===== src/core/csr_pkg.sv =====
package csr_pkg;
   // Special register addresses inside the global bank
   localparam logic [7:0] CSR_ADDR_INDIRECT = 8'h00;
   localparam logic [7:0] CSR_ADDR_TIMER = 8'h01;
   localparam logic [7:0] CSR_ADDR_PPLOW = 8'h02;
   localparam logic [7:0] CSR_ADDR_STATUS = 8'h03;
   localparam logic [7:0] CSR_ADDR_BANK = 8'h04;
   // Status register field positions
   localparam int CSR_ST_PAGE_MSB = 7;
   localparam int CSR_ST_PAGE_LSB = 5;
   localparam int CSR_ST_WDOG = 4;
   localparam int CSR_ST_SLEEP = 3;
   localparam int CSR_ST_ZERO = 2;
   localparam int CSR_ST_NIBBLE = 1;
   localparam int CSR_ST_CARRY = 0;
   // Bits that a status write may change
   localparam logic [7:0] CSR_ST_WR_MASK = 8'he7;
   // Bank pointer fields
   localparam int CSR_BANK_BLOCK = 7;
   localparam logic [7:0] CSR_BANK_CMD_MASK = 8'h70;
   // Reset values
   localparam logic [7:0] CSR_STATUS_RESET = 8'h18;
   localparam logic [7:0] CSR_BANK_RESET = 8'h00;
   localparam logic [7:0] CSR_ACC_RESET = 8'h00;
   localparam logic [7:0] CSR_TIMER_RESET = 8'h00;
   localparam logic [7:0] CSR_PRESCALE_RESET = 8'h00;
   // Program pointer
   localparam int CSR_PP_WIDTH = 11;
   localparam int CSR_PP_TARGET_W = 12;
   localparam logic [11:0] CSR_PP_RESET = 12'hfff;
   // Fuse level that enables an option (fuses are programmed to 0)
   localparam logic CSR_FUSE_ON = 1'b0;

   typedef enum logic [5:0] {
      CSR_ALU_NONE = 6'h01,
      CSR_ALU_ADD = 6'h02,
      CSR_ALU_SUB = 6'h04,
      CSR_ALU_ZERO = 6'h08,
      CSR_ALU_RR = 6'h10,
      CSR_ALU_RL = 6'h20
   } csr_alu_op_t;

   typedef struct packed {
      logic rd;
      logic wr;
      logic [4:0] field;
      logic [7:0] wdata;
   } csr_file_req_t;

   typedef struct packed {
      logic accum_select;
      logic from_pin;
      logic falling;
      logic prescale_to_timer;
      logic [2:0] rate;
   } csr_timer_opt_t;

   typedef struct packed {
      logic valid;
      csr_alu_op_t op;
      logic [7:0] a;
      logic [7:0] b;
   } csr_alu_req_t;

   typedef struct packed {
      logic advance;
      logic skip;
      logic jump;
      logic call;
      logic load;
      logic [11:0] target;
   } csr_flow_t;
endpackage


===== src/core/csr_event_timer.sv =====
`timescale 1ns/1ns
module csr_event_timer (
   // Clock and reset
   input wire logic ref_clk,
   input wire logic rst_n,
   // Configuration and pin
   input csr_pkg::csr_timer_opt_t opt,
   input wire logic timer_pin,
   // Software load
   input wire logic load,
   input wire logic [7:0] load_value,
   // Count and wrap
   output logic [7:0] count,
   output logic wrap
);
   import csr_pkg::*;

   logic pin_meta_reg;
   logic pin_sync_reg;
   logic pin_last_reg;
   logic [7:0] pre_reg;
   logic [7:0] pre_mask;
   logic edge_seen;
   logic event_in;
   logic inc;

   always_ff @(posedge ref_clk) begin
      if (!rst_n) begin
         pin_meta_reg <= 1'b0;
         pin_sync_reg <= 1'b0;
         pin_last_reg <= 1'b0;
      end else begin
         pin_meta_reg <= timer_pin;
         pin_sync_reg <= pin_meta_reg;
         pin_last_reg <= pin_sync_reg;
      end
   end

   // Rate n divides by 2^(n+1)
   assign pre_mask = 8'((9'h002 << opt.rate) - 9'h001);
   assign edge_seen = opt.falling ? (pin_last_reg & ~pin_sync_reg)
                                  : (~pin_last_reg & pin_sync_reg);
   assign event_in = opt.from_pin ? edge_seen : 1'b1;
   assign inc = event_in & (~opt.prescale_to_timer | ((pre_reg & pre_mask) == pre_mask));

   always_ff @(posedge ref_clk) begin
      if (!rst_n) begin
         pre_reg <= CSR_PRESCALE_RESET;
      end else if (event_in && opt.prescale_to_timer) begin
         pre_reg <= pre_reg + 8'h01;
      end
   end

   // A load in the same cycle as a tick wins; the tick is dropped
   always_ff @(posedge ref_clk) begin
      if (!rst_n) begin
         count <= CSR_TIMER_RESET;
         wrap <= 1'b0;
      end else if (load) begin
         count <= load_value;
         wrap <= 1'b0;
      end else begin
         if (inc) begin
            count <= count + 8'h01;
         end
         wrap <= inc && (count == 8'hff);
      end
   end
endmodule


===== src/core/csr_special_regs.sv =====
`timescale 1ns/1ns
module csr_special_regs #(
   parameter int PP_W = csr_pkg::CSR_PP_WIDTH
) (
   // Clock and reset
   input wire logic ref_clk,
   input wire logic rst_n,
   // Fuses
   input wire logic option_extend_fuse,
   input wire logic carry_input_fuse,
   // Timer configuration, pin and interrupt enable
   input csr_pkg::csr_timer_opt_t timer_opt,
   input wire logic event_timer_pin,
   input wire logic timer_irq_enable,
   // File register access from the core
   input csr_pkg::csr_file_req_t file_req,
   output logic [7:0] file_rd_data,
   output logic file_rd_valid,
   // Data memory side
   output logic mem_wr,
   output logic mem_rd,
   output logic [7:0] mem_addr,
   output logic mem_global,
   output logic [7:0] mem_wdata,
   input wire logic [7:0] mem_rdata,
   // Accumulator port
   input wire logic acc_wr,
   input wire logic [7:0] acc_wdata,
   output logic [7:0] working_accumulator,
   // Flag producing operations
   input csr_pkg::csr_alu_req_t alu_req,
   output logic [7:0] alu_result,
   output logic alu_result_valid,
   // Instruction events
   input wire logic watchdog_timeout,
   input wire logic clear_watchdog_cmd,
   input wire logic sleep_cmd,
   input wire logic page_cmd,
   input wire logic [2:0] page_value,
   input wire logic bank_cmd,
   input wire logic [7:0] bank_value,
   input csr_pkg::csr_flow_t flow,
   // Visible state
   output logic [7:0] core_status,
   output logic [7:0] bank_pointer,
   output logic [7:0] event_timer_count,
   output logic [PP_W-1:0] program_pointer,
   output logic timer_irq_req,
   output logic accum_mapped
);
   import csr_pkg::*;

   logic opt_fuse_reg;
   logic carry_fuse_reg;
   logic [7:0] eff_addr;
   logic eff_global;
   logic eff_none;
   logic is_local;
   logic [7:0] local_value;
   logic wr_timer;
   logic wr_acc;
   logic wr_pplow;
   logic wr_status;
   logic wr_bank;
   logic [7:0] timer_count;
   logic timer_wrap;
   logic [7:0] status_next;
   logic [7:0] alu_res;
   logic alu_c;
   logic alu_dc;
   logic alu_upd_c;
   logic alu_upd_dc;
   logic alu_upd_z;
   logic cin;
   logic [8:0] sum9;
   logic [4:0] sum5;
   logic [7:0] b_eff;
   logic s1_read_reg;
   logic s1_local_reg;
   logic [7:0] s1_value_reg;
   logic [CSR_PP_TARGET_W-1:0] jump_target;
   logic [CSR_PP_TARGET_W-1:0] call_target;

   // Fuses are static words; a register keeps them off the decode path
   always_ff @(posedge ref_clk) begin
      if (!rst_n) begin
         opt_fuse_reg <= ~CSR_FUSE_ON;
         carry_fuse_reg <= ~CSR_FUSE_ON;
      end else begin
         opt_fuse_reg <= option_extend_fuse;
         carry_fuse_reg <= carry_input_fuse;
      end
   end

   always_ff @(posedge ref_clk) begin
      if (!rst_n) begin
         accum_mapped <= 1'b0;
      end else begin
         accum_mapped <= (opt_fuse_reg == CSR_FUSE_ON) && !timer_opt.accum_select;
      end
   end

   // Address resolution
   always_comb begin
      eff_addr = 8'h00;
      eff_global = 1'b1;
      eff_none = 1'b0;
      if (file_req.field == 5'h00) begin
         eff_addr = bank_pointer;
         eff_global = (bank_pointer[7:4] == 4'h0);
         eff_none = (bank_pointer == CSR_ADDR_INDIRECT);
      end else if (!file_req.field[4]) begin
         eff_addr = {3'b000, file_req.field};
      end else begin
         // Low pointer bits play no part here
         eff_addr = {bank_pointer[7:4], file_req.field[3:0]};
         eff_global = 1'b0;
      end
   end

   assign is_local = eff_global && !eff_none && (eff_addr >= CSR_ADDR_TIMER)
                     && (eff_addr <= CSR_ADDR_BANK);

   always_comb begin
      local_value = 8'h00;
      case (eff_addr)
         CSR_ADDR_TIMER: local_value = accum_mapped ? working_accumulator
                                                    : timer_count;
         CSR_ADDR_PPLOW: local_value = program_pointer[7:0];
         CSR_ADDR_STATUS: local_value = core_status;
         CSR_ADDR_BANK: local_value = bank_pointer;
         default: local_value = 8'h00;
      endcase
   end

   assign wr_timer = file_req.wr && is_local && (eff_addr == CSR_ADDR_TIMER) && !accum_mapped;
   assign wr_acc = file_req.wr && is_local && (eff_addr == CSR_ADDR_TIMER) && accum_mapped;
   assign wr_pplow = file_req.wr && is_local && (eff_addr == CSR_ADDR_PPLOW);
   assign wr_status = file_req.wr && is_local && (eff_addr == CSR_ADDR_STATUS);
   assign wr_bank = file_req.wr && is_local && (eff_addr == CSR_ADDR_BANK);

   // General registers go out one cycle after the request
   always_ff @(posedge ref_clk) begin
      if (!rst_n) begin
         mem_wr <= 1'b0;
         mem_rd <= 1'b0;
         mem_addr <= 8'h00;
         mem_global <= 1'b0;
         mem_wdata <= 8'h00;
      end else begin
         mem_wr <= file_req.wr && !is_local && !eff_none;
         mem_rd <= file_req.rd && !is_local && !eff_none;
         mem_addr <= eff_addr;
         mem_global <= eff_global;
         mem_wdata <= file_req.wdata;
      end
   end

   // Uniform two-cycle read latency for local and memory reads
   always_ff @(posedge ref_clk) begin
      if (!rst_n) begin
         s1_read_reg <= 1'b0;
         s1_local_reg <= 1'b0;
         s1_value_reg <= 8'h00;
      end else begin
         s1_read_reg <= file_req.rd;
         s1_local_reg <= is_local || eff_none;
         s1_value_reg <= eff_none ? 8'h00 : local_value;
      end
   end

   always_ff @(posedge ref_clk) begin
      if (!rst_n) begin
         file_rd_data <= 8'h00;
         file_rd_valid <= 1'b0;
      end else begin
         file_rd_valid <= s1_read_reg;
         file_rd_data <= s1_local_reg ? s1_value_reg : mem_rdata;
      end
   end

   csr_event_timer u_timer (
      .ref_clk(ref_clk),
      .rst_n(rst_n),
      .opt(timer_opt),
      .timer_pin(event_timer_pin),
      .load(wr_timer),
      .load_value(file_req.wdata),
      .count(timer_count),
      .wrap(timer_wrap)
   );

   always_ff @(posedge ref_clk) begin
      if (!rst_n) begin
         event_timer_count <= CSR_TIMER_RESET;
         timer_irq_req <= 1'b0;
      end else begin
         event_timer_count <= timer_count;
         timer_irq_req <= timer_wrap && timer_irq_enable;
      end
   end

   // Mapped write wins over the direct port in the same cycle
   always_ff @(posedge ref_clk) begin
      if (!rst_n) begin
         working_accumulator <= CSR_ACC_RESET;
      end else if (wr_acc) begin
         working_accumulator <= file_req.wdata;
      end else if (acc_wr) begin
         working_accumulator <= acc_wdata;
      end
   end

   // Flag producing arithmetic
   always_comb begin
      b_eff = (alu_req.op == CSR_ALU_SUB) ? ~alu_req.b : alu_req.b;
      if (carry_fuse_reg == CSR_FUSE_ON) begin
         cin = core_status[CSR_ST_CARRY];
      end else begin
         cin = (alu_req.op == CSR_ALU_SUB);
      end
      sum9 = {1'b0, alu_req.a} + {1'b0, b_eff} + {8'h00, cin};
      sum5 = {1'b0, alu_req.a[3:0]} + {1'b0, b_eff[3:0]} + {4'h0, cin};
      alu_res = alu_req.a;
      alu_c = core_status[CSR_ST_CARRY];
      alu_dc = core_status[CSR_ST_NIBBLE];
      alu_upd_c = 1'b0;
      alu_upd_dc = 1'b0;
      alu_upd_z = 1'b0;
      case (alu_req.op)
         CSR_ALU_ADD, CSR_ALU_SUB: begin
            // Subtract keeps carry as not-borrow
            alu_res = sum9[7:0];
            alu_c = sum9[8];
            alu_dc = sum5[4];
            alu_upd_c = 1'b1;
            alu_upd_dc = 1'b1;
            alu_upd_z = 1'b1;
         end
         CSR_ALU_ZERO: begin
            alu_res = alu_req.a;
            alu_upd_z = 1'b1;
         end
         CSR_ALU_RR: begin
            alu_res = {core_status[CSR_ST_CARRY], alu_req.a[7:1]};
            alu_c = alu_req.a[0];
            alu_upd_c = 1'b1;
         end
         CSR_ALU_RL: begin
            alu_res = {alu_req.a[6:0], core_status[CSR_ST_CARRY]};
            alu_c = alu_req.a[7];
            alu_upd_c = 1'b1;
         end
         default: begin
            alu_res = alu_req.a;
         end
      endcase
      if (!alu_req.valid) begin
         alu_upd_c = 1'b0;
         alu_upd_dc = 1'b0;
         alu_upd_z = 1'b0;
      end
   end

   always_ff @(posedge ref_clk) begin
      if (!rst_n) begin
         alu_result <= 8'h00;
         alu_result_valid <= 1'b0;
      end else begin
         alu_result <= alu_res;
         alu_result_valid <= alu_req.valid;
      end
   end

   // Status: write first, page command, then instruction flags on top
   always_comb begin
      status_next = core_status;
      if (wr_status) begin
         status_next = (core_status & ~CSR_ST_WR_MASK)
                     | (file_req.wdata & CSR_ST_WR_MASK);
      end
      if (page_cmd) begin
         status_next[CSR_ST_PAGE_MSB:CSR_ST_PAGE_LSB] = page_value;
      end
      if (alu_upd_z) begin
         status_next[CSR_ST_ZERO] = (alu_res == 8'h00);
      end
      if (alu_upd_dc) begin
         status_next[CSR_ST_NIBBLE] = alu_dc;
      end
      if (alu_upd_c) begin
         status_next[CSR_ST_CARRY] = alu_c;
      end
   end

   always_ff @(posedge ref_clk) begin
      if (!rst_n) begin
         core_status[CSR_ST_PAGE_MSB:CSR_ST_PAGE_LSB] <= CSR_STATUS_RESET[7:5];
         core_status[CSR_ST_ZERO:CSR_ST_CARRY] <= CSR_STATUS_RESET[2:0];
      end else begin
         core_status[CSR_ST_PAGE_MSB:CSR_ST_PAGE_LSB] <=
            status_next[CSR_ST_PAGE_MSB:CSR_ST_PAGE_LSB];
         core_status[CSR_ST_ZERO:CSR_ST_CARRY] <= status_next[CSR_ST_ZERO:CSR_ST_CARRY];
      end
   end

   // Watchdog flag; a timeout beats a clear in the same cycle
   always_ff @(posedge ref_clk) begin
      if (!rst_n) begin
         core_status[CSR_ST_WDOG] <= CSR_STATUS_RESET[CSR_ST_WDOG];
      end else if (watchdog_timeout) begin
         core_status[CSR_ST_WDOG] <= 1'b0;
      end else if (clear_watchdog_cmd || sleep_cmd) begin
         core_status[CSR_ST_WDOG] <= 1'b1;
      end
   end

   always_ff @(posedge ref_clk) begin
      if (!rst_n) begin
         core_status[CSR_ST_SLEEP] <= CSR_STATUS_RESET[CSR_ST_SLEEP];
      end else if (sleep_cmd) begin
         core_status[CSR_ST_SLEEP] <= 1'b0;
      end else if (clear_watchdog_cmd) begin
         core_status[CSR_ST_SLEEP] <= 1'b1;
      end
   end

   // Bank command touches bits 4..6 only; block bit needs a full write
   always_ff @(posedge ref_clk) begin
      if (!rst_n) begin
         bank_pointer <= CSR_BANK_RESET;
      end else if (wr_bank) begin
         bank_pointer <= file_req.wdata;
      end else if (bank_cmd) begin
         bank_pointer <= (bank_pointer & ~CSR_BANK_CMD_MASK)
                       | (bank_value & CSR_BANK_CMD_MASK);
      end
   end

   // Page bits sit above a 9-bit jump field; calls reach the first half page
   assign jump_target = {core_status[CSR_ST_PAGE_MSB:CSR_ST_PAGE_LSB], flow.target[8:0]};
   assign call_target = {core_status[CSR_ST_PAGE_MSB:CSR_ST_PAGE_LSB], 1'b0,
                         flow.target[7:0]};

   always_ff @(posedge ref_clk) begin
      if (!rst_n) begin
         program_pointer <= CSR_PP_RESET[PP_W-1:0];
      end else if (wr_pplow) begin
         program_pointer[7:0] <= file_req.wdata;
      end else if (flow.jump) begin
         program_pointer <= jump_target[PP_W-1:0];
      end else if (flow.call) begin
         program_pointer <= call_target[PP_W-1:0];
      end else if (flow.load) begin
         program_pointer <= flow.target[PP_W-1:0];
      end else if (flow.skip) begin
         program_pointer <= program_pointer + PP_W'(2);
      end else if (flow.advance) begin
         program_pointer <= program_pointer + PP_W'(1);
      end
   end
endmodule


===== config.mk =====
export PLATFORM = sky130hd
export DESIGN_NAME = csr_special_regs
export DESIGN_NICKNAME = d
export VERILOG_FILES = /design/src/core/csr_pkg.sv /design/src/core/csr_event_timer.sv /design/src/core/csr_special_regs.sv
export SDC_FILE = /design/constraint.sdc
export NUM_CORES = 1
export LEC_CHECK = 0
export ABC_AREA = 1
export BUFFER_PORTS_ARGS = -buffer_cell sky130_fd_sc_hd__buf_2
export CORE_MARGIN = 2
export CORE_UTILIZATION = 47
export DETAILED_ROUTE_END_ITERATION = 6
export PLACE_DENSITY = 0.74
export SYNTH_ARGS = -nofsm -noshare
export SYNTH_HDL_FRONTEND = slang
export SYNTH_SLANG_ARGS = --single-unit

===== constraint.sdc =====
create_clock -name ref_clk -period 2.46 [get_ports ref_clk]
set_clock_uncertainty 0.1 [all_clocks]
set_input_delay 0.123 -clock ref_clk [delete_from_list [all_inputs] [get_ports ref_clk]]
set_output_delay 0.123 -clock ref_clk [all_outputs]
set_load 0.1 [all_outputs]

Word level (Yosys, flattened, before mapping)
Index checks and enable logic that the tools add are counted.

Register bits: 114.

Add/sub/neg operators: 9. Magnitude comparators: 2. Equality and inequality tests: 13. Shift operators: 1. Mux-type cells: 42. Bitwise operators: 14. Reductions and logical operators: 47.

Operator list (number): $mux 8 (13); $mux 11 (5); $pmux 8 s4 (1); $pmux 8 s3 (1); $mux 1 (20); $logic_and 1x1->1 (18); $reduce_bool 2->1 (9); $add 8x1->8 const B (2); $eq 8x2->1 const B (2); $logic_not 8->1 (2); $add 11x1->11 const B (1); $add 11x2->11 const B (1); $add 8x8->9 (1); $add 9x1->9 (1); $and 8x8->8 (1); $eq 8x1->1 const B (1); $eq 8x3->1 const B (1); $eq 8x8->1 (1); $eq 8x8->1 const B (1); $ge 8x1->1 const B (1); $le 8x3->1 const B (1); $not 8->8 (1); $or 5x8->8 (1); $or 8x7->8 (1); 26 further kinds (41).

Depth between registers and ports, before layout
Word-level depth: 10. Gate-level depth with buffers: 17. Mapped depth without buffers: 16.

Cells and area by module
Synthesis repeated with hierarchy kept, for this count alone.

Cell total of the unflattened synthesis: 895. Area total of the unflattened synthesis: 6241.0 sq um.

By module, submodules not included: csr_special_regs (instances 1, cells each 713, area each 5069.9 sq um); csr_event_timer (instances 1, cells each 182, area each 1171.1 sq um).

Worst setup path after synthesis
Ideal clock, no wire load.

Path kind: flip-flop to flip-flop. Start: register core_status[0]. End: register core_status[2]. Library setup time: 64 ps. Arrival: 2708 ps. Setup slack: -412 ps. Cell stages (with the launch flop): 15. Period minus slack after synthesis: 2872 ps. Path through: dfxtp_1 -> nor2_1 -> a21oi_1 -> fa_1 -> fa_1 -> nand3_1 -> nand2_1 -> or2_2 -> nand3_1 -> nand4_1 -> nor2_1 -> nand3_1 -> nand2_1 -> nand2_1 -> nor2_1.

Word-level cells in the longest chain between the ends: 5.

RTL lines: start: declaration (RTL line csr_special_regs.sv:44) `output logic [7:0] core_status,`; start signal: indexed assignment (RTL line csr_special_regs.sv:298) `core_status[CSR_ST_PAGE_MSB:CSR_ST_PAGE_LSB] <= CSR_STATUS_RESET[7:5];`; start signal: indexed assignment (RTL line csr_special_regs.sv:299) `core_status[CSR_ST_ZERO:CSR_ST_CARRY] <= CSR_STATUS_RESET[2:0];`; start signal: indexed assignment (RTL line csr_special_regs.sv:301) `core_status[CSR_ST_PAGE_MSB:CSR_ST_PAGE_LSB] <=`; $mux 1 (RTL line csr_special_regs.sv:217) `if (carry_fuse_reg == CSR_FUSE_ON) begin`; $add 9x1->9 (RTL line csr_special_regs.sv:222) `sum9 = {1'b0, alu_req.a} + {1'b0, b_eff} + {8'h00, cin};`; $pmux 8 s3 (*) (RTL line csr_special_regs.sv:230) `case (alu_req.op)`; $logic_not 8->1 (*) (RTL line csr_special_regs.sv:286) `status_next[CSR_ST_ZERO] = (alu_res == 8'h00);`; $mux 1 (*) (RTL line csr_special_regs.sv:285) `if (alu_upd_z) begin`.

Every way passes the cells marked *; elsewhere a longest branch is shown, timed or not. A chain may end at the register's enable or synchronous reset.

Worst setup path in the final report
Same ends and word-level chain as after synthesis.

==> results by group <==
Yosys
  – Library cells used by synthesis: 47
  – Post-Syn Instances: 899
  – Yosys warning count: 0
  – Post-Syn Area: 6150 sq um
  – Top-area cell type share of the netlist area: 0.371
  – Xor/xnor share of the synthesized area: 0.0256
  – Largest family of logic cells by synthesized area: simple AND/OR/NAND/NOR gates
  – Syn_nets: 1014
  – Area leader, netlist: dfxtp_1
  – Multiplexer share of the synthesized area: 0
  – Post-synth EDFFs: 0
  – Post-Synth Adder-Cell Area: 0.0309
  – Register area share after synthesis: 0.371
  – Mapped Avg Cell Area: 6.84 sq um
  – Simple-Gate Fraction of Synth Area: 0.344
  – Synth Area in Compound Gates: 0.133
  – Register bit total from synthesis: 114
  – Synth top area cells: dfxtp_1 37%, nand2_1 13%, inv_1 7.3%
  – Synth Flop Type: dfxtp_1
  – FFs w/ async S/R, synth: 0

STA
  – Rel. slew slack: 0.593
  – Hold Slack: 0.0110 ns
  – Final setup viols: 0
  – Fin. max-slew vios: 0
  – RSZ-0062 raised after global routing: yes
  – Final worst slack: 0.0990 ns
  – Final Hold Viols: 0
  – Period minus WS final: 2.36 ns
  – Worst-Margin Slew: 0.611 ns
  – Fin crit share: 0.960
  – Fmax: 424 MHz

Final layout
  – FF+latch area: 2290 sq um
  – Fillers: 1174
  – Ant diodes: 0
  – Largest Register: program_pointer
  – Multi-input combinational cell area: 3340 sq um
  – Final net count: 1271
  – Max reg flops: 11
  – Area growth from synthesis to layout: 37.9%
  – Layout cells sized above 1: 0.258
  – Post-Layout Cell Count: 1339

Pwr
  – Final Power: 0.00540 W
  – Part of the power in registers: 0.368
  – Peak supply drop: 0.458 mV
  – Sw Ratio: 0.328
  – P_leak: 4.37 nW
  – Power Dens Cells: 637 nW/um^2
  – Internal: 0.00363 W
  – Switching power: 0.00177 W
  – Comb pwr share: 0.234
  – Clock power share: 0.398

Die
  – Rows: 41
  – Ports: 183
  – Initial core utilization: 0.483
  – Vert. Die Dim: 118 um
  – Chip Width: 118 um
  – CORE AREA: 12700 sq um
  – Die area: 14000 sq um

Detailed routing
  – Detail Route Antenna Nets: 0
  – Post-Route WL: 18800 um
  – Drt initial violations: 434
  – Wire per inst: 14.1 um
  – Drt drc: 0
  – Vias per cell: 5.06
  – Via count: 6771
  – First-pass iteration count of the detailed router: 5

Worst setup path
  – Crit path required time: 2.71 ns
  – R2R depth: 14
  – Worst Setup Start Kind: flip-flop
  – CP startpoint: core_status[0]$_SDFFE_PN0P_
  – R2r startpoint: core_status[0]$_SDFFE_PN0P_
  – R2r endpoint: core_status[2]$_SDFFE_PN0P_
  – Endpoint class of the critical path: flip-flop
  – Crit Path Class: reg2reg
  – Max Fanout on Critical Path: 4
  – CP arrival: 2.61 ns
  – Critical path endpoint: core_status[2]$_SDFFE_PN0P_
  – Flop2flop setup slack: 0.1 ns

Global routing
  – Largest net degree at the start of global routing: 41
  – First-pass GRT wire length: 30600 um
  – GR Overflow Total: 0
  – Initial antenna violation count: 0
  – All-Layer GR Usage: 0.272
  – Number of global-route vias before repair: 6491

Place
  – Detailed placement HPWL: 13900 um
  – GPL Wtd Cong: 0.939
  – Worst slack, placed: -0.275 ns
  – IO buf count: 176
  – Placed cells: 1262

Clock tree
  – Skew-Pair Late Insertion Delay: 0.41 ns
  – Max Root-Sink Buffers: 2
  – CTS root buffer: clkbuf_16
  – CTS Buf Count: 17
  – H-tree depth: 4
  – CTS tree: built
  – Worst-path clk slew: 0.05 ns
  – Number of clock sinks: 114

Job
  – Max Cap Viol: 0

Outcome
  – Outcome: finished, final reports clean

Hold path
  – HP Class: in2reg
cells in the mapped netlist, drive strengths merged, types with 2 or more instances:
cell and number:
buf 7, dfxtp 114, o21bai 9, clkbuf 13
o21a 4, nand4 22, nor3 14, ha 12
nand2 225, o21ai 61, nor3b 2, a211oi 5
or2 9, inv 129, fa 2, xor2 9
nand3 77, nor2 102, a21oi 64, a221oi 2
xnor2 9
how the worst min path moves through the flow:
stage             startpoint                               to  slack [ns]  cells past startpoint
6_report             flow[0]  program_pointer[0]$_SDFFE_PN1P_        0.01                      5
5_1_grt              flow[0]  program_pointer[0]$_SDFFE_PN1P_        0.02                      5
4_1_cts        page_value[2]      core_status[7]$_SDFFE_PN0P_       0.007                      5
3_5_place_dp    timer_opt[6]          accum_mapped$_SDFF_PN0_        0.19                      2
3_3_place_gp    timer_opt[6]          accum_mapped$_SDFF_PN0_        0.19                      2
2_1_floorplan   timer_opt[6]          accum_mapped$_SDFF_PN0_        0.10                      1
cells in the final DEF, fill, tap and decap left out, types with 6 or more instances in the layout:
master | synthesis | routed
nand2_1 | 216 | 215
buf_2 | 1 | 176
inv_1 | 120 | 120
dfxtp_1 | 114 | 107
nor2_1 | 91 | 89
nand3_1 | 73 | 71
a21oi_1 | 63 | 62
o21ai_0 | 51 | 51
dlygate4sd3_1 | 0 | 47
buf_4 | 3 | 34
nand4_1 | 20 | 20
clkbuf_16 | 0 | 17
nor3_1 | 12 | 12
ha_1 | 12 | 12
o21ai_1 | 10 | 10
inv_2 | 9 | 9
o21bai_1 | 9 | 9
xor2_1 | 9 | 9
xnor2_1 | 9 | 8
or2_2 | 9 | 7
nor2_4 | 5 | 7
dfxtp_2 | 0 | 6
logic make-up (layout without fill, tap and decap cells):
group	Yosys count	in the layout
compound gates	150	150
xor+xnor	18	18
fa+ha+maj	14	14
buf+inv	150	418
flops	114	114
simple gates	453	453
layer usage:
metal / share of wire / vias to the layer above / track usage
met1: 0.42 / 3046 / 0.326
li1: - / 3411 / -
met4: 0.032 / 0 / 0.107
met5: 0 / - / 0
met2: 0.47 / 269 / 0.461
met3: 0.075 / 45 / 0.0753
per-stage QoR:
step / cell area [sq um] / TNS (ns) / util
finish: 8480 / 0 / 0.667
global placement: 7490 / -0.429 / 0.589
detailed placement: 7490 / -0.563 / 0.589
floorplan: 6220 / -0.0218 / -
global route: 8480 / -0.0656 / 0.667
CTS: 8480 / 0 / 0.666
final cells by class:
type / instances / area share
Sequential cell: 114 / 0.270
Timing Repair Buffer: 258 / 0.192
Clock buffer: 24 / 0.0568
Clock inverter: 6 / 0.00384
Multi-Input combinational cell: 635 / 0.394
Tap cell: 172 / 0.0254
Inverter: 130 / 0.0575
critical path, stage by stage, from the launching register on:
cell     delay, ns
dfxtp_4       0.34
nor2_1        0.10
a21oi_1       0.06
fa_2          0.37
fa_2          0.40
or2_4         0.23
nand3_1       0.08
nand3_1       0.08
nor2_2        0.13
nand2_1       0.06
nor2_1        0.09
nand3_1       0.07
nand2_1       0.06
nand2_1       0.05
nor2_1        0.09
timing repair:
item | CTS | global route
buffers inserted | 0 | 0
hold endpoints to repair | 50 | 0
hold buffers | 47 | 0
resized for setup | 0 | 2
endpoints found under the setup margin | 0 | 2
power by group through the flow:
stage	combinational, W	clock (W)	sequential, W
2_1_floorplan	0.000407	0	0.00249
3_3_place_gp	0.00119	0	0.00202
3_5_place_dp	0.00119	0	0.00202
4_1_cts	0.00126	0.00216	0.00199
5_1_grt	0.00136	0.00227	0.00199
6_report	0.00126	0.00215	0.00199
Note: power is estimated with default switching activity, not from simulation.
